==> src/rtl/occ_pkg.sv <==
// Purpose: constants for the oscillator control register block
// Assumes: word-addressed plain register port, byte addresses below
// Notes:   reset values of fuse-backed fields come from strap inputs
// How it works
// - pll output divider code 0..7 selects divide 1,2,4,8,16,32,64,256
// - rc divider code 0..7 selects divide 1..256, reset code 001
// - bit 22 reads 1 only while the secondary oscillator is stable
// - bit 21 tells software the bus divisor may be written
// - bus divisor codes 00..11 divide system clock by 1,2,4,8, reset value loaded from fuses
// - pll multiplier code 000..101 gives 15..20
// - bits 14-12 report the active clock source code
// - bits 10-8 hold requested source, loaded from fuses at reset
// - fuses 1x let the lock bit freeze selections, 0x never lock
// - bit 6 shows usb pll locked or start-up done
// - bit 5 shows system pll locked or start-up done
// - bit 4 picks sleep when set, idle when clear, on wait
// - bit 3 sets when a clock failure is detected
// - bit 2 routes the rc oscillator to the usb clock
// - bit 1 enables the secondary oscillator
// - writing 1 to bit 0 starts a switch, reads 0 when done
// - writes without a preceding unlock are ignored
// - six-bit signed trim of the rc frequency
// - tuning register bits 31-6 read zero
// - clear, set and invert aliases sit at +4, +8, +12
package occ_pkg;
    localparam logic [7:0]  OCC_CTRL_ADDR   = 8'h00;
    localparam logic [7:0]  OCC_TUNE_ADDR   = 8'h10;
    localparam logic [7:0]  OCC_KEY_ADDR    = 8'h20;
    localparam logic [31:0] OCC_KEY_ONE     = 32'hAA99_6655;
    localparam logic [31:0] OCC_KEY_TWO     = 32'h5566_99AA;
    localparam logic [1:0]  OCC_ALIAS_WR    = 2'h0;
    localparam logic [1:0]  OCC_ALIAS_CLR   = 2'h1;
    localparam logic [1:0]  OCC_ALIAS_SET   = 2'h2;
    localparam logic [1:0]  OCC_ALIAS_INV   = 2'h3;
    // field positions in the control register
    localparam int OCC_ODIV_LSB  = 27;
    localparam int OCC_RDIV_LSB  = 24;
    localparam int OCC_SRDY_BIT  = 22;
    localparam int OCC_PWOK_BIT  = 21;
    localparam int OCC_PDIV_LSB  = 19;
    localparam int OCC_MULT_LSB  = 16;
    localparam int OCC_CUR_LSB   = 12;
    localparam int OCC_REQ_LSB   = 8;
    localparam int OCC_LOCK_BIT  = 7;
    localparam int OCC_ULCK_BIT  = 6;
    localparam int OCC_SLCK_BIT  = 5;
    localparam int OCC_SLP_BIT   = 4;
    localparam int OCC_FAIL_BIT  = 3;
    localparam int OCC_URC_BIT   = 2;
    localparam int OCC_SEN_BIT   = 1;
    localparam int OCC_SW_BIT    = 0;
    // reset values
    localparam logic [2:0] OCC_RDIV_RST = 3'h1;
    localparam logic [1:0] OCC_PDIV_RST = 2'h3;
    localparam logic [2:0] OCC_MULT_BASE = 3'h0;
    localparam logic [4:0] OCC_MULT_LOW  = 5'h0F;
    localparam logic [5:0] OCC_TUNE_RST  = 6'h00;
    // switch settle time before the new source is reported
    localparam int OCC_SWITCH_NS     = 40;
    localparam int OCC_CLK_NS        = 8;
    localparam int OCC_SWITCH_CYCLES = (OCC_SWITCH_NS + OCC_CLK_NS - 1) / OCC_CLK_NS;
endpackage

==> src/rtl/occ_regs.sv <==
// Purpose: oscillator control and fast rc tuning registers
// Assumes: status inputs from analog side are asynchronous
// Notes:   clock muxes and dividers themselves live outside this block
`timescale 1ns/100ps
module occ_regs (
    // clock and reset
    input  wire logic        mclk,
    input  wire logic        nrst,
    // register port
    input  wire logic [7:0]  addr,
    input  wire logic [31:0] wdata,
    input  wire logic        wr,
    input  wire logic        rd,
    output logic      [31:0] rdata_ff,
    // configuration fuses
    input  wire logic [2:0]  initial_source_fuses,
    input  wire logic [1:0]  switch_monitor_fuses,
    input  wire logic [2:0]  pll_out_divider_fuses,
    input  wire logic [2:0]  pll_multiplier_fuses,
    input  wire logic [1:0]  periph_bus_divisor_fuses,
    input  wire logic        secondary_osc_fuse,
    // analog status
    input  wire logic        sosc_stable,
    input  wire logic        usb_pll_ok,
    input  wire logic        sys_pll_ok,
    input  wire logic        fail_detect,
    input  wire logic        periph_div_busy,
    // control outputs
    output logic [2:0]       pll_out_divider_ff,
    output logic [2:0]       fast_rc_divider_ff,
    output logic [1:0]       periph_bus_divisor_ff,
    output logic [4:0]       pll_factor_ff,
    output logic [2:0]       current_source_ff,
    output logic             sleep_on_wait_ff,
    output logic             usb_rc_source_sel_ff,
    output logic             secondary_osc_enable_ff,
    output logic [5:0]       rc_trim_ff
);
    // ==========================================================
    // synchronisers
    logic [4:0] meta_ff;
    logic [4:0] sync_ff;
    always_ff @(posedge mclk or negedge nrst) begin
        if (!nrst) begin
            meta_ff <= 5'h00;
            sync_ff <= 5'h00;
        end else begin
            meta_ff <= {sosc_stable, usb_pll_ok, sys_pll_ok, fail_detect, periph_div_busy};
            sync_ff <= meta_ff;
        end
    end

    // ==========================================================
    // address decode and alias merge
    logic [1:0]  alias_sel;
    logic [7:0]  base_addr;
    logic        hit_ctrl;
    logic        hit_tune;
    logic        hit_key;
    logic [31:0] ctrl_view;
    logic [31:0] tune_view;
    logic [31:0] ctrl_new;
    logic [31:0] tune_new;
    assign alias_sel = addr[3:2];
    assign base_addr = {addr[7:4], 4'h0};
    assign hit_ctrl  = (base_addr == occ_pkg::OCC_CTRL_ADDR);
    assign hit_tune  = (base_addr == occ_pkg::OCC_TUNE_ADDR);
    assign hit_key   = (addr == occ_pkg::OCC_KEY_ADDR);

    function automatic logic [31:0] merge(input logic [1:0] sel, input logic [31:0] cur,
                                          input logic [31:0] d);
        unique case (sel)
            occ_pkg::OCC_ALIAS_WR:  merge = d;
            occ_pkg::OCC_ALIAS_CLR: merge = cur & ~d;
            occ_pkg::OCC_ALIAS_SET: merge = cur | d;
            occ_pkg::OCC_ALIAS_INV: merge = cur ^ d;
        endcase
    endfunction

    assign ctrl_new = merge(alias_sel, ctrl_view, wdata);
    assign tune_new = merge(alias_sel, tune_view, wdata);

    // ==========================================================
    // unlock key sequence: two key words, then one register write
    logic key_half_ff;
    logic unlocked_ff;
    logic reg_wr;
    assign reg_wr = wr && unlocked_ff && (hit_ctrl || hit_tune);
    always_ff @(posedge mclk or negedge nrst) begin
        if (!nrst) begin
            key_half_ff <= 1'b0;
            unlocked_ff <= 1'b0;
        end else if (wr) begin
            key_half_ff <= hit_key && (wdata == occ_pkg::OCC_KEY_ONE);
            unlocked_ff <= hit_key && key_half_ff && (wdata == occ_pkg::OCC_KEY_TWO);
        end
    end

    // ==========================================================
    // fuse capture after reset release
    logic       fuse_load_ff;
    logic [1:0] monitor_fuses_ff;
    always_ff @(posedge mclk or negedge nrst) begin
        if (!nrst) begin
            fuse_load_ff     <= 1'b1;
            monitor_fuses_ff <= 2'h0;
        end else begin
            fuse_load_ff <= 1'b0;
            if (fuse_load_ff) begin
                monitor_fuses_ff <= switch_monitor_fuses;
            end
        end
    end

    // ==========================================================
    // selection lock
    logic lock_ff;
    logic frozen;
    assign frozen = lock_ff && monitor_fuses_ff[1];
    always_ff @(posedge mclk or negedge nrst) begin
        if (!nrst) begin
            lock_ff <= 1'b0;
        end else if (reg_wr && hit_ctrl) begin
            lock_ff <= ctrl_new[occ_pkg::OCC_LOCK_BIT] | lock_ff;
        end
    end

    // ==========================================================
    // clock and pll selection fields
    logic [2:0] mult_code_ff;
    logic [2:0] req_src_ff;
    logic       sel_wr;
    assign sel_wr = reg_wr && hit_ctrl && !frozen;
    always_ff @(posedge mclk or negedge nrst) begin
        if (!nrst) begin
            pll_out_divider_ff <= 3'h0;
            mult_code_ff       <= occ_pkg::OCC_MULT_BASE;
            req_src_ff         <= 3'h0;
        end else if (fuse_load_ff) begin
            pll_out_divider_ff <= pll_out_divider_fuses;
            mult_code_ff       <= pll_multiplier_fuses;
            req_src_ff         <= initial_source_fuses;
        end else if (sel_wr) begin
            pll_out_divider_ff <= ctrl_new[occ_pkg::OCC_ODIV_LSB +: 3];
            mult_code_ff       <= ctrl_new[occ_pkg::OCC_MULT_LSB +: 3];
            req_src_ff         <= ctrl_new[occ_pkg::OCC_REQ_LSB +: 3];
        end
    end

    // multiplier factor 15 plus code
    always_ff @(posedge mclk or negedge nrst) begin
        if (!nrst) begin
            pll_factor_ff <= occ_pkg::OCC_MULT_LOW;
        end else begin
            pll_factor_ff <= occ_pkg::OCC_MULT_LOW + {2'h0, mult_code_ff};
        end
    end

    // ==========================================================
    // other control bits
    logic periph_writable;
    assign periph_writable = !sync_ff[0];
    always_ff @(posedge mclk or negedge nrst) begin
        if (!nrst) begin
            fast_rc_divider_ff      <= occ_pkg::OCC_RDIV_RST;
            periph_bus_divisor_ff   <= occ_pkg::OCC_PDIV_RST;
            sleep_on_wait_ff        <= 1'b0;
            usb_rc_source_sel_ff    <= 1'b0;
            secondary_osc_enable_ff <= 1'b0;
        end else if (fuse_load_ff) begin
            periph_bus_divisor_ff   <= periph_bus_divisor_fuses;
            secondary_osc_enable_ff <= secondary_osc_fuse;
        end else if (reg_wr && hit_ctrl) begin
            fast_rc_divider_ff      <= ctrl_new[occ_pkg::OCC_RDIV_LSB +: 3];
            if (periph_writable) begin
                periph_bus_divisor_ff <= ctrl_new[occ_pkg::OCC_PDIV_LSB +: 2];
            end
            sleep_on_wait_ff        <= ctrl_new[occ_pkg::OCC_SLP_BIT];
            usb_rc_source_sel_ff    <= ctrl_new[occ_pkg::OCC_URC_BIT];
            secondary_osc_enable_ff <= ctrl_new[occ_pkg::OCC_SEN_BIT];
        end
    end

    // ==========================================================
    // clock fail flag: detection wins over software clear
    logic fail_ff;
    always_ff @(posedge mclk or negedge nrst) begin
        if (!nrst) begin
            fail_ff <= 1'b0;
        end else if (sync_ff[1]) begin
            fail_ff <= 1'b1;
        end else if (reg_wr && hit_ctrl) begin
            fail_ff <= ctrl_new[occ_pkg::OCC_FAIL_BIT];
        end
    end

    // ==========================================================
    // clock switch sequencer
    typedef enum logic [1:0] {
        OCC_IDLE = 2'b01,
        OCC_WAIT = 2'b10
    } occ_sw_type;
    occ_sw_type sw_state_ff;
    logic [3:0] sw_cnt_ff;
    logic       sw_start_ff;
    logic       sw_done;
    assign sw_done = (sw_state_ff == OCC_WAIT) && (sw_cnt_ff == 4'h0);
    always_ff @(posedge mclk or negedge nrst) begin
        if (!nrst) begin
            sw_state_ff <= OCC_IDLE;
            sw_cnt_ff   <= 4'h0;
        end else begin
            unique case (sw_state_ff)
                OCC_IDLE: begin
                    if (sw_start_ff) begin
                        sw_state_ff <= OCC_WAIT;
                        sw_cnt_ff   <= 4'(occ_pkg::OCC_SWITCH_CYCLES - 1);
                    end
                end
                OCC_WAIT: begin
                    if (sw_cnt_ff == 4'h0) begin
                        sw_state_ff <= OCC_IDLE;
                    end else begin
                        sw_cnt_ff <= sw_cnt_ff - 4'h1;
                    end
                end
            endcase
        end
    end

    // start bit and current source
    always_ff @(posedge mclk or negedge nrst) begin
        if (!nrst) begin
            sw_start_ff       <= 1'b0;
            current_source_ff <= 3'h0;
        end else if (fuse_load_ff) begin
            current_source_ff <= initial_source_fuses;
        end else if (sw_done) begin
            sw_start_ff       <= 1'b0;
            current_source_ff <= req_src_ff;
        end else if (sel_wr && ctrl_new[occ_pkg::OCC_SW_BIT]) begin
            sw_start_ff <= 1'b1;
        end
    end

    // ==========================================================
    // tuning register
    always_ff @(posedge mclk or negedge nrst) begin
        if (!nrst) begin
            rc_trim_ff <= occ_pkg::OCC_TUNE_RST;
        end else if (reg_wr && hit_tune) begin
            rc_trim_ff <= tune_new[5:0];
        end
    end

    // ==========================================================
    // read views
    always_comb begin
        ctrl_view = 32'h0000_0000;
        ctrl_view[occ_pkg::OCC_ODIV_LSB +: 3] = pll_out_divider_ff;
        ctrl_view[occ_pkg::OCC_RDIV_LSB +: 3] = fast_rc_divider_ff;
        ctrl_view[occ_pkg::OCC_SRDY_BIT]      = sync_ff[4] & secondary_osc_enable_ff;
        ctrl_view[occ_pkg::OCC_PWOK_BIT]      = periph_writable;
        ctrl_view[occ_pkg::OCC_PDIV_LSB +: 2] = periph_bus_divisor_ff;
        ctrl_view[occ_pkg::OCC_MULT_LSB +: 3] = mult_code_ff;
        ctrl_view[occ_pkg::OCC_CUR_LSB +: 3]  = current_source_ff;
        ctrl_view[occ_pkg::OCC_REQ_LSB +: 3]  = req_src_ff;
        ctrl_view[occ_pkg::OCC_LOCK_BIT]      = lock_ff;
        ctrl_view[occ_pkg::OCC_ULCK_BIT]      = sync_ff[3];
        ctrl_view[occ_pkg::OCC_SLCK_BIT]      = sync_ff[2];
        ctrl_view[occ_pkg::OCC_SLP_BIT]       = sleep_on_wait_ff;
        ctrl_view[occ_pkg::OCC_FAIL_BIT]      = fail_ff;
        ctrl_view[occ_pkg::OCC_URC_BIT]       = usb_rc_source_sel_ff;
        ctrl_view[occ_pkg::OCC_SEN_BIT]       = secondary_osc_enable_ff;
        ctrl_view[occ_pkg::OCC_SW_BIT]        = sw_start_ff;
        tune_view = {26'h000_0000, rc_trim_ff};
    end

    // read data, one cycle after the strobe, zero elsewhere
    always_ff @(posedge mclk or negedge nrst) begin
        if (!nrst) begin
            rdata_ff <= 32'h0000_0000;
        end else if (rd && hit_ctrl) begin
            rdata_ff <= ctrl_view;
        end else if (rd && hit_tune) begin
            rdata_ff <= tune_view;
        end else begin
            rdata_ff <= 32'h0000_0000;
        end
    end
endmodule

==> config.mk <==
export PLATFORM = sky130hd
export DESIGN_NAME = occ_regs
export DESIGN_NICKNAME = d
export VERILOG_FILES = /design/src/rtl/occ_pkg.sv /design/src/rtl/occ_regs.sv
export SDC_FILE = /design/constraint.sdc
export NUM_CORES = 1
export LEC_CHECK = 0
export ABC_AREA = 1
export BUFFER_PORTS_ARGS = -buffer_cell sky130_fd_sc_hd__buf_2
export CAP_MARGIN = 5
export CORE_MARGIN = 1
export CORE_UTILIZATION = 45
export DETAILED_ROUTE_END_ITERATION = 10
export HOLD_SLACK_MARGIN = 0.1
export PLACE_DENSITY = 0.72
export SLEW_MARGIN = 5
export SYNTH_ARGS = -nofsm -noshare
export SYNTH_HDL_FRONTEND = slang
export SYNTH_SLANG_ARGS = --single-unit
==> constraint.sdc <==
create_clock -name mclk -period 1.5 [get_ports mclk]
set_clock_uncertainty 0.2 [all_clocks]
set_input_delay 0.075 -clock mclk [delete_from_list [all_inputs] [get_ports mclk]]
set_output_delay 0.075 -clock mclk [all_outputs]
set_load 0.005 [all_outputs]
* Word-level counts from Yosys, hierarchy flattened
Index checks and enable logic that the tools add are counted.
** Cells by class
- Add/subtract/negate cells :: 2
- Equal/unequal tests :: 13
- Muxes and demuxes :: 27
- Bitwise gates (word level) :: 10
- Reduce and logical (&&, ||, !) cells :: 29
** Operators with widths (number)
- $pmux W30 S4 :: 1
- $eq A32 B31 Y1 const B :: 1
- $eq A32 B32 Y1 const B :: 1
- $and A30 B30 Y30 :: 1
- $mux W30 :: 1
- $not A30 Y30 :: 1
- $or A30 B30 Y30 :: 1
- $xor A30 B30 Y30 :: 1
- $mux W3 :: 8
- $pmux W6 S4 :: 1
- $logic_and A1 B1 Y1 :: 13
- $mux W2 :: 5
- $reduce_and A2 Y1 :: 5
- $reduce_bool A2 Y1 :: 5
- $eq A8 B6 Y1 const B :: 1
- $logic_not A8 Y1 :: 1
- $mux W4 :: 2
- $pmux W4 S2 :: 1
- $and A6 B6 Y6 :: 1
- $eq A2 B2 Y1 const B :: 3
- $mux W1 :: 6
- $mux W6 :: 1
- $or A6 B6 Y6 :: 1
- $xor A6 B6 Y6 :: 1
- 14 further kinds :: 18
** Word-level totals
- Flip-flop bits (word level) :: 87
- Input bits :: 63
- Output and inout bits :: 57
- Logic and storage cells :: 104

* Logic depth before layout (Yosys ltp)
Gate-level depths: netlist of run 1.
- Word-level depth :: 8
- Depth in mapped cells :: 9
- Mapped depth without buffers :: 9

* Worst setup path after synthesis of run 1
No wires, ideal clock.
- Path kind :: flip-flop to flip-flop
- From :: reg fuse_load_ff
- To :: reg current_source_ff[2]
- Library setup time :: 0.124 ns
- Arrival time :: 1.187 ns
- Required time :: 1.176 ns
- Slack :: -0.011 ns
- Stages on the path, launching flop included :: 6
- Buffers on the path :: 2
- Clock period less this slack :: 1.511 ns
- Path through :: dfstp_2 > buf_2 > buf_1 > nor2_1 > nand2_1 > nand3_1
** Between the ends
- Cells in the longest elaborated chain, start to end :: 1
- Elaborated cells between the ends (all ways) :: 2
- Those cells by class :: 1 x mux; 1 x reduce/logical
** Ends and longest elaborated chain
- start, declared :: RTL line occ_regs.sv:101 : logic fuse_load_ff;
- start signal, assigned :: RTL line occ_regs.sv:105 : fuse_load_ff <= 1'b1;
- start signal, assigned :: RTL line occ_regs.sv:108 : fuse_load_ff <= 1'b0;
- $mux W3 / $reduce_bool A2 Y1 (equally long branches)
- end signal, assigned :: RTL line occ_regs.sv:237 : current_source_ff <= initial_source_fuses;
- end signal, assigned :: RTL line occ_regs.sv:240 : current_source_ff <= req_src_ff;
- end, declared :: RTL line occ_regs.sv:33 : output logic [2:0] current_source_ff,
Several ways; a longest one is shown, not always the timed one.
A chain may end at the register's enable or synchronous reset.

* Worst setup path in the final report of run 1
- From :: reg fuse_load_ff
- To :: reg periph_bus_divisor_ff[1]
** Between the ends
- Cells in the longest elaborated chain, start to end :: 2
- Elaborated cells between the ends (all ways) :: 4
- Those cells by class :: 1 x eq/ne; 1 x mux; 2 x reduce/logical
** Ends and longest elaborated chain
- $ne A2 B1 Y1 (no source line) / $reduce_bool A2 Y1 (equally long branches)
- $reduce_and A2 Y1 (no source line)
- end signal, assigned :: RTL line occ_regs.sv:166 : periph_bus_divisor_ff <= occ_pkg::OCC_PDIV_RST;
- end signal, assigned :: RTL line occ_regs.sv:171 : periph_bus_divisor_ff <= periph_bus_divisor_fuses;
- end signal, assigned :: RTL line occ_regs.sv:176 : periph_bus_divisor_ff <= ctrl_new[occ_pkg::OCC_PDIV_LSB +: 2];
- end, declared :: RTL line occ_regs.sv:31 : output logic [1:0] periph_bus_divisor_ff,
Several ways; a longest one is shown, not always the timed one.

==> results, run 1 <==
- After synthesis, the most frequently instantiated cells are nand2_1 (135), inv_1 (86), dfrtp_1 (72), nor2_1 (59), ha_1 (56).
- The launching instance or port of the critical path is fuse_load_ff.
- The final hold violation count is 18.
- The cell family with the largest share of critical-path delay is flip-flops.
- The detailed router finished its first iteration with 382 violations.
- The worst setup path is launched from a flip-flop.
- The post-synthesis async set-or-reset flop share is 100%.
- For this design the ratio of total power to cell area is 831 nW/µm².
- Global routing consumed, on the met2 layer, 44.2% of the routing resources.
- The worst ir drop on vdd is 0.900 mV.
- For this design the static power due to leakage is 0.00362 µW.
- The top-level port count is 120.
- The data arrival time of the worst path is 1.63 ns.
- Dividing the final minimum period by the clock period gives 101%.
- The area added between synthesis and finish is 41.6%.
- Synthesis produced a netlist whose cell count is 592.
- The number of register bits inferred by synthesis is 81.
- The worst setup path is captured at a flip-flop.
- The netlist area before placement is 4800 µm².
- In the routed layout, each cell is associated on average with a via count of 5.09.
- In the routed design, unresolved DRC markers number 0.
- In this run the core area contains 37 standard-cell rows.
- In this run the deepest clock path goes through 2 buffers.
- The final max-slew violation count is 0.
- The placed wire-length estimate is 9.81 mm.
- On the critical path, the stage with the largest delay is an instance of dfstp_2.
- Traced cell by cell, the critical path runs through clkinvlp_4 > buf_6 > or2_4 > nand3_2 > nand2_1.
- The chip width is 105 µm.
- The total overflow left after global routing is 0.
- The worst register-to-register path begins at fuse_load_ff.
- The worst setup slack before clock tree synthesis is -0.0330 ns.
- The number of antenna violations at the first check in global routing is 0.
- Max-cap violations in this run came to 0.
- TritonCTS built the clock tree.
- The pre-antenna-repair detailed-routing pass consisted of 7 iterations.
- Sequential elements use 42.4% of the synthesized area.
- The wire length of the first global-routing pass is 22.7 mm.
- Together, buffers and inverters on the worst path number 2.
- The last weighted congestion value of the routability-driven placer is 0.845.
- The final antenna diode count is 0.
- The total of buffers placed on input and output ports is 113.
- Of the post-synthesis cell area, the dominant cell type holds 37.5%.
- The hold slack is -0.0453 ns.
- The shortest clock period the worst path allows after layout is 1.52 ns.
- During synthesis, Yosys emitted a total of 0 warnings.
- The number of placed instances, taps included, is 854.
- The most instantiated library cell after synthesis is nand2_1.
- The number of clock sinks is 81.
- Data on the critical path is required at its endpoint by 1.61 ns.
- The combined global-route utilization of all metal layers is 26.3%.
- Clock tree synthesis inserted a total of 9 buffers.
- The post-route antenna net violation count is 0.
- For this design, the CTS-stage hold fixing added 63 buffers.
- The average wire length per cell after detail routing is 15.3 µm.
- The area of the core is 10300 µm².
- The checks that failed: hold timing, setup timing.
- The maximum number of pins on one net before global-route repair is 35.
- The total setup violations reported at the end of the flow is 2.
- Setup repair after global routing could not meet its margin everywhere.
- In the post-synthesis netlist, the biggest area contributors are dfrtp_1 (38%), ha_1 (15%), nand2_1 (11%), inv_1 (6.7%), dfstp_2 (4.9%).
- The achievable clock frequency is 657 MHz.
- Global routing used 31.3% of the available met1 tracks.
- The wire length reported by the detailed router is 14.6 mm.
- Once layout is complete, the cells apart from fillers number 952.
- The worst hold path belongs to the class in -> async.
- The flow ran to the end, but the final reports show violations.
- The post-route netlist has 30.9% of its cells at a drive strength greater than 1.
- The synthesized netlist contains 27 unique library cells.
- From bottom edge to top edge, the die measures 105 µm.
- The largest fanout on the critical path is 7.
- The classification of the worst setup path is reg -> reg.
- The cell type with the highest aggregate area in the netlist is dfrtp_1.
- The source-to-sink clock delay at the later pin of the worst-skew pair is 0.37 ns.
- Among all flip-flop cells after synthesis, the most frequent one is dfrtp_1.
- The tree is rooted in a clkbuf_8.
- The area of the die is 11100 µm².
- The clock transition at the register clock pins on the worst setup and hold paths after CTS is 0.09 ns.
- The via count of the first global-routing pass is 4844.
- The final core area utilization is 65.9%.
- The final worst slack is -0.0222 ns.
- The number of enable-type register cells in the synthesized netlist is 0.
- The starting density of the core is 46.5%.
- The total vias in the final route is 4847.
- The mean instance size in the synthesized netlist is 8.11 µm².
- The maximum cell stage delay along the critical path is 0.56 ns.
- The met3 track utilization from global routing is 6.06%.
- The H-tree depth is 3.
- The final layout contains 930 nets.
- In this run the most used layer during global routing was met2.
[where the power goes]
group          internal, µW  switching, µW  leakage, µW  total (µW)
clock                   683            842    0.0000911        1520
sequential             2390           97.1      0.00101        2490
combinational           737            901      0.00252        1640
[layout by cell type, fill, tap and decap left out, types with 15 or more instances in the layout]
cell,n
dfrtp_1,72
ha_1,52
buf_4,49
nor2_1,57
inv_1,68
inv_2,20
dlygate4sd3_1,63
nand3_1,38
nand2_1,129
a21oi_1,15
buf_2,111
[worst register-to-register path: stages (launching register included)]
cell        delay (ns)
dfstp_2           0.56
clkinvlp_4        0.18
buf_6             0.19
or2_4             0.23
nand3_2           0.07
nand2_1           0.05
[timing repair]
action                                 in CTS  in global routing
gates cloned                                0                  0
endpoints found under the hold margin     126                 18
pin swaps                                   0                 12
setup endpoints to repair                   5                 30
gates resized for setup                     3                 65
buffers inserted                            1                 20
[metrics by stage]
| step | power (µW) | area [µm²] | TNS [ns] |
|---|---|---|---|
| 4_1_cts | 5370 | 6510 | 0 |
| 2_1_floorplan | 3230 | 4820 | 0 |
| 3_3_place_gp | 3640 | 5680 | 0 |
| 6_report | 5650 | 6800 | -0.0255 |
| 3_5_place_dp | 3720 | 5680 | -0.0925 |
| 5_1_grt | 5960 | 6800 | -0.315 |
[flip-flops by register name, indices dropped and copies added (netlist names), 2 cells and up]
name and count:
periph_bus_divisor_ff 2, req_src_ff 3, sw_state_ff 2, sync_ff 5, meta_ff 5, pll_out_divider_ff 3, rc_trim_ff 6, sw_cnt_ff 4
mult_code_ff 3, rdata_ff 27, fast_rc_divider_ff 3, pll_factor_ff 5, current_source_ff 3
[routing by layer]
metal | up-vias | part of all wire, %
met5 | - | 0
met4 | 0 | 3.5
met1 | 2290 | 41
met3 | 50 | 6.7
li1 | 2302 | -
met2 | 205 | 49
[worst paths after layout]
kind                                            end  slack [ns]  cells past startpoint
max reg2reg                periph_bus_divisor_ff[1]       -0.02                      5
min reg2reg                              sync_ff[1]        0.15                      0
min                                     sw_start_ff       -0.05                      2
min in group mclk                     rc_trim_ff[1]        0.11                      4
max                        periph_bus_divisor_ff[1]       -0.02                      5
max in group asynchronous          pll_factor_ff[2]        0.57                      3
[kinds of logic after synthesis]
group	share of synthesized area, %
fa+ha+maj	14.6
other cells	0.0781
simple gates	24.7
buf+inv	11.1
flops	42.4
compound gates	7.01
[cell type report]
cell class,count,area (µm²)
inverter,89,338
timing repair buffer,231,1680
tap,136,170
clock buffer,11,151
fill,812,3520
multi-input combinational,399,2390
sequential,81,2040
clock inverter,5,30.0
Power figures use the tool's default switching activity.
==> inputs of run 2 (changes only) <==
RECOVER_POWER = 25   (was not set)
==> run 2 against run 1 <==
Compared with the run above:
- critical path type unchanged
- clock power about the same
- power barely moved
- sequential power about the same
- flip-flop and latch count unchanged
- critical path depth unchanged
- non-clock buffer count unchanged
- via count is 0.17% higher
- largest power group unchanged
- combinational power is essentially flat
- the run ends with setup timing left
==> results, run 2 (synthesized netlist as in run 1, its figures left out) <==
- The run finished, with violations left.
- The number of cells on the worst reg-to-reg path was 5 (unchanged).
- The maximum number of pins on one net before global-route repair is 35 (unchanged).
- The clock network fraction of design power is 27.0% (about the same).
- The via count of the first global-routing pass came to 4844 (unchanged).
- The number of clock sinks is 81 (unchanged).
- The number of antenna violations at the first check in global routing came to 0 (unchanged).
- The combined global-route utilization of all metal layers was 26.3% (unchanged).
- The switching power was 1840 µW (about the same).
- The area of combinational cells with multiple inputs is 2390 µm² (unchanged).
- The launch point of the worst reg-to-reg path is fuse_load_ff.
- The power per cell area is 831 nW/µm² (about the same).
- The count of placed standard cells including taps is 854 (unchanged).
- The cts-stage hold buffer count is 63 (unchanged).
- The internal power summed over all cells was 3810 µW (about the same).
- met2 is the most crowded layer.
- The shortest clock period the worst path allows after layout was 1.52 ns (unchanged).
- In the final layout, the registers with the most flip-flops are rdata_ff x27, rc_trim_ff x6.
- The average wire length per cell after detail routing is 15.3 µm (about the same).
- The maximum cell stage delay along the critical path was 0.56 ns (about the same).
- The register with the most flip-flops is rdata_ff.
- The total of buffers placed on input and output ports is 113 (unchanged).
- The wire length reported by the detailed router is 14.6 mm (about the same).
- Walking the worst path, the cells encountered are clkinvlp_4 > buf_6 > or2_4 > nand3_2 > nand2_1.
- The tree is rooted in a clkbuf_8.
- The checks that failed: setup timing.
- The data required time of the critical path is 1.61 ns (about the same).
- The achievable clock frequency is 657 MHz (unchanged).
- The switching power as a share of total power was 32.6% (about the same).
- The clock transition at the register clock pins on the worst setup and hold paths after CTS is 0.09 ns (about the same).
- The violation count after the first detailed-route iteration is 382 (unchanged).
- The chip width is 105 µm (unchanged).
- The placed wire-length estimate is 9.81 mm (unchanged).
- The data arrival time of the worst path came to 1.63 ns (about the same).
- The source-to-sink clock delay at the later pin of the worst-skew pair is 0.37 ns (about the same).
- The top cell types in the final layout, fill and taps aside, are nand2_1 (129), buf_2 (111), dfrtp_1 (72).
- The cell type of the slowest stage on the worst timing path is dfstp_2.
- STA classifies the critical path endpoint as a flip-flop.
- The total iterations of the first detailed-routing run came to 7 (unchanged).
- Measured against its own limit, the worst slew margin works out to 52.8%.
- The top-level port count is 120 (unchanged).
- The global routing met1 resource utilization came to 31.3% (unchanged).
- The area added between synthesis and finish is 41.5% (about the same).
- The overall die height is 105 µm (unchanged).
- The kind of start point of the critical path is a flip-flop.
- The last weighted congestion value of the routability-driven placer was 0.845 (unchanged).
- The part of the total power dissipated in sequential elements came to 44.0% (about the same).
- The min-delay analysis places its worst path in the category in -> async.
- The final core area utilization is 65.9% (about the same).
- The final max-slew violation count was 0 (unchanged).
- The final routed DRC violation total is 0 (unchanged).
- The cell family with the largest share of critical-path delay is flip-flops.
- The largest fanout on the critical path is 7 (unchanged).
- The number of maximum-capacitance violations is 0 (unchanged).
- The total clock buffers created by CTS was 9 (unchanged).
- The leakage power came to 0.00362 µW (about the same).
- The area of the core came to 10300 µm² (unchanged).
- The area of the die is 11100 µm² (unchanged).
- The number of buffers between clock root and the deepest sink is 2 (unchanged).
- The total vias in the final route is 4855 (+0.17%).
- The worst ir drop on vdd was 0.902 mV (+0.26%).
- The total grt overflow was 0 (unchanged).
- The met2 demand-to-capacity share in global routing is 44.2% (unchanged).
- The count of placed standard cells in the final layout, fillers left out is 952 (unchanged).
- The final worst slack is -0.0222 ns (unchanged).
- The total setup violations reported at the end of the flow is 2 (unchanged).
- The number of buffer and inverter stages on the critical path is 2 (unchanged).
- The number of placement rows was 37 (unchanged).
- The starting density of the core is 46.5% (unchanged).
- The detailed-route vias per instance is 5.10 (+0.17%).
- The count of cell instances traversed by the critical path is 5 (unchanged).
- The number of flip-flops in the largest register came to 27 (unchanged).
- The ratio of final minimum period to clock period was 101% (unchanged).
- The area used by sequential logic in the layout is 2040 µm² (unchanged).
- The post-route antenna net violation count is 0 (unchanged).
- The wire length of the first global-routing pass is 22.7 mm (unchanged).
- The final antenna diode count came to 0 (unchanged).
- The H-tree depth is 3 (unchanged).
- The number of inserted filler cells in the final layout is 813 (+0.12%).
- Setup repair after global routing could not meet its margin everywhere.
- The part of the power in combinational logic came to 29.0% (about the same).
- The critical path in this run is classified as reg -> reg.
- The CTS tree is done.
- The transition time at the pin with the least slew margin is 0.708 ns.
- The met3 track utilization from global routing is 6.06% (unchanged).
- The final hold violation count is 0 (-18).
- The worst setup slack for register-to-register paths is -0.02 ns (about the same).
- The number of nets in the layout is 930 (unchanged).
- In this run the critical register-to-register path is captured at periph_bus_divisor_ff[1].
- The proportion of layout cells with a drive suffix above 1 is 30.9% (unchanged).
- The library cell used most frequently in the layout, excluding fill and tap cells, is nand2_1.
-- run 2: cell types whose count changed in the layout (fill, tap and decap cells not counted), sizes merged --
cell,delta
buf,-1
clkbuf,+1
-- run 2: routing by layer --
metal,part of all wire [%],routed length (µm),vias up
met5,0,0,-
met4,3.5,517,0
met3,6.7,972,50
met2,49,7140,208
met1,41,5940,2295
li1,-,-,2302
-- run 2: repair_timing --
| action | in CTS | in global routing |
|---|---|---|
| resized for setup | 3 | 65 |
| setup buffers | 1 | 20 |
| setup endpoints to repair | 5 | 30 |
| pin swaps | 0 | 12 |
| endpoints found under the hold margin | 126 | 18 |
-- run 2: final cells by class --
type / count / share of cell area, %
timing repair buffer: 231 / 24.7
sequential: 81 / 30.0
inverter: 89 / 4.97
clock buffer: 11 / 2.23
multi-input combinational: 399 / 35.2
clock inverter: 5 / 0.442
tap: 136 / 2.50
-- run 2: power groups by stage --
stage | combinational (µW) | sequential (µW) | clock [µW]
floorplan | 727 | 2510 | 0
global placement | 1140 | 2510 | 0
detailed placement | 1210 | 2510 | 0
CTS | 1370 | 2470 | 1540
global route | 1830 | 2500 | 1630
finish | 1640 | 2490 | 1520
-- run 2: how the worst max path moves through the flow --
stage	startpoint	endpoint	slack, ns
2_1_floorplan	sw_cnt_ff[0]	sw_cnt_ff[0]	0.07
6_report	fuse_load_ff	periph_bus_divisor_ff[1]	-0.02
4_1_cts	pll_out_divider_ff[2]	pll_out_divider_ff[2]	0.002
3_5_place_dp	sw_cnt_ff[1]	current_source_ff[1]	-0.03
3_3_place_gp	addr[5]	rdata_ff[27]	0.03
5_1_grt	periph_bus_divisor_ff[1]	periph_bus_divisor_ff[1]	-0.08
-- run 2: worst register-to-register path, delay by kind of cell, from the launching register on --
kind                   cells  cell delay, ns
buffers and inverters      2            0.37
DFF                        1            0.56
and+or+nand+nor            3            0.35
-- run 2: metrics by stage --
step           hold WS [ns]  setup TNS [ns]  area, µm²  power [µW]  setup slack [ns]
5_1_grt               0.138          -0.315       6800        5960           -0.0768
3_3_place_gp         -0.187               0       5680        3640            0.0287
3_5_place_dp         -0.185         -0.0925       5680        3720           -0.0330
6_report             0.0821         -0.0255       6800        5650           -0.0222
4_1_cts             -0.0435               0       6510        5370           0.00212
2_1_floorplan        -0.421               0       4820        3230            0.0678
==> inputs of run 3 (changes only) <==
SKIP_LAST_GASP = 1   (was not set)
==> run 3 against run 2 <==
Compared with the run above:
- die area did not move
- routed wire length barely moved
- worst hold slack improved by 0.0028 ns
- combinational power about the same
- register-to-register slack about the same
- via count rose by 0.51%
- largest cell class unchanged
- final area fell by 0.15%
- the run still ends with setup timing left
- cell count stayed put
- critical path type unchanged
- count of clock-buffer cells in the layout did not move
- sequential share of layout area about the same
==> results, run 3 (synthesized netlist as in run 1, its figures left out) <==
- The cts-stage hold buffer count was 63 (unchanged).
- The transition time at the pin with the least slew margin is 0.706 ns (-0.00185 ns).
- The CTS tree is done.
- The number of clock sinks is 81 (unchanged).
- Setup repair after global routing could not meet its margin everywhere.
- The maximum number of pins on one net before global-route repair is 35 (unchanged).
- The most frequent standard cell in the layout excluding fill and tap cells is nand2_1.
- The number of inserted filler cells in the final layout came to 815 (+0.25%).
- The post-route antenna net violation count came to 0 (unchanged).
- The count of placed standard cells including taps is 854 (unchanged).
- The data arrival time of the worst path is 1.63 ns (about the same).
- rdata_ff holds more flip-flops than any other register.
- The number of maximum-capacitance violations is 0 (unchanged).
- The combined global-route utilization of all metal layers is 26.3% (unchanged).
- The wire length reported by the detailed router is 14.6 mm (about the same).
- The leakage power came to 0.00362 µW (about the same).
- The data required time of the critical path was 1.61 ns (about the same).
- The number of nets in the layout is 930 (unchanged).
- The flow ran to the end, but the final reports show violations.
- The number of antenna violations at the first check in global routing was 0 (unchanged).
- The placed wire-length estimate was 9.81 mm (unchanged).
- The number of flip-flops in the largest register was 27 (unchanged).
- The average wire length per cell after detail routing is 15.3 µm (about the same).
- The cell type of the slowest stage on the worst timing path is dfstp_2.
- The wire length of the first global-routing pass was 22.7 mm (unchanged).
- The total of buffers placed on input and output ports was 113 (unchanged).
- The total clock buffers created by CTS is 9 (unchanged).
- The top cell types in the final layout, fill and taps aside, are nand2_1 (129), buf_2 (111), dfrtp_1 (72).
- The number of buffers between clock root and the deepest sink is 2 (unchanged).
- The achievable clock frequency is 657 MHz (about the same).
- The via count of the first global-routing pass is 4844 (unchanged).
- The critical path goes through clkinvlp_4 > buf_6 > or2_4 > nand3_2 > nand2_1.
- In this run the clock root is driven by a clkbuf_8.
- The clock transition at the register clock pins on the worst setup and hold paths after CTS is 0.08 ns (about the same).
- The count of placed standard cells in the final layout, fillers left out came to 952 (unchanged).
- The final worst slack is -0.0225 ns (-0.000336 ns).
- The total grt overflow came to 0 (unchanged).
- The overall die height was 105 µm (unchanged).
- The final routed DRC violation total was 0 (unchanged).
- The maximum cell stage delay along the critical path is 0.56 ns (about the same).
- The number of placement rows is 37 (unchanged).
- The final hold violation count is 0 (unchanged).
- The starting density of the core is 46.5% (unchanged).
- The total vias in the final route is 4880 (+0.51%).
- The ratio of final minimum period to clock period is 102% (about the same).
- The worst setup slack before clock tree synthesis came to -0.0330 ns (unchanged).
- The post-placement cell area was 5680 µm² (unchanged).
- The finished layout cell area came to 6790 µm² (-0.15%).
- The area added between synthesis and finish is 41.3%.
- The remaining max-slew budget at the tightest pin was 52.9% (+0.12 points).
- The total power of the final layout was 5620 µW (-0.53%).
- The final max-slew violation count was 0 (unchanged).
- The class of the most critical hold timing path is in -> async.
- The last weighted congestion value of the routability-driven placer came to 0.845 (unchanged).
- In the final layout, the registers with the most flip-flops are rdata_ff x27, rc_trim_ff x6.
- STA classifies the critical path startpoint as a flip-flop.
- The shortest clock period the worst path allows after layout was 1.52 ns (+0.000336 ns).
- The total iterations of the first detailed-routing run is 5 (-2).
- The final antenna diode count is 0 (unchanged).
- STA classifies the critical path endpoint as a flip-flop.
- The classification of the worst setup path is reg -> reg.
- The top-level port count is 120 (unchanged).
- The proportion of layout cells with a drive suffix above 1 is 30.8% (-0.12 points).
- The power per cell area is 828 nW/µm² (-0.38%).
- The H-tree depth is 3 (unchanged).
- The worst ir drop on vdd is 0.873 mV (-3.2%).
- The final core area utilization is 65.8% (-0.097 points).
- The source-to-sink clock delay at the later pin of the worst-skew pair came to 0.37 ns (about the same).
- The largest fanout on the critical path was 7 (unchanged).
- The detailed-route vias per instance is 5.13 (+0.51%).
- The total setup violations reported at the end of the flow is 2 (unchanged).
- The area of the core is 10300 µm² (unchanged).
- The chip width came to 105 µm (unchanged).
- The area of the die came to 11100 µm² (unchanged).
- The violation count after the first detailed-route iteration is 359 (-6.0%).
- The checks that failed: setup timing.
==> run 3: report_power, final <==
part / leakage (µW) / total, µW / internal [µW] / switching [µW]
Sequential: 0.00101 / 2480 / 2390 / 94.9
Clock: 0.0000911 / 1520 / 683 / 836
Combinational: 0.00252 / 1620 / 729 / 887
Total: 0.00362 / 5620 / 3800 / 1820
==> run 3: area by class of cell <==
class | instances | area, µm² | area share [%]
Clock buffer | 11 | 151 | 2.23
Clock inverter | 5 | 30.0 | 0.442
Inverter | 89 | 338 | 4.98
Multi-Input combinational cell | 399 | 2380 | 35.1
Sequential cell | 81 | 2040 | 30.0
Tap cell | 136 | 170 | 2.51
Timing Repair Buffer | 231 | 1680 | 24.7
==> run 3: routing by layer <==
metal | global-route usage, % | up-vias | share of wire (%) | routed length [µm]
li1 | - | 2305 | - | -
met1 | 31.3 | 2288 | 41 | 6000
met2 | 44.2 | 239 | 49 | 7110
met3 | 6.06 | 48 | 6.6 | 960
met4 | 13.9 | 0 | 3.5 | 505
met5 | 0 | - | 0 | 0
==> run 3: final timing paths <==
kind	start	to	slack (ns)	cells past startpoint
worst max-delay path	fuse_load_ff	periph_bus_divisor_ff[1]	-0.02	5
worst min-delay path	nrst	sw_start_ff	0.08	2
worst max register to register	fuse_load_ff	periph_bus_divisor_ff[1]	-0.02	5
worst min register to register	meta_ff[1]	sync_ff[1]	0.15	0
max in group asynchronous	nrst	pll_factor_ff[2]	0.32	3
min in group mclk	addr[7]	rc_trim_ff[1]	0.11	4
==> run 3: through the flow <==
stage / hold WS [ns] / TNS, ns
floorplan: -0.421 / 0
global placement: -0.187 / 0
detailed placement: -0.185 / -0.0925
CTS: -0.0435 / 0
global route: 0.138 / -0.341
finish: 0.0849 / -0.0282
==> run 3: critical path: cells and delay by family, from the launching register on <==
| kind | cells | cell delay, ns |
|---|---|---|
| flip-flops | 1 | 0.56 |
| buffers and inverters | 2 | 0.36 |
| AND/OR/NAND/NOR | 3 | 0.35 |
==> run 3: what timing repair did <==
item                                   in CTS  in global routing
pin swaps                                   0                 12
gates resized for setup                     3                 63
setup endpoints to repair                   5                 30
setup buffers                               1                 20
endpoints found under the hold margin     126                 18
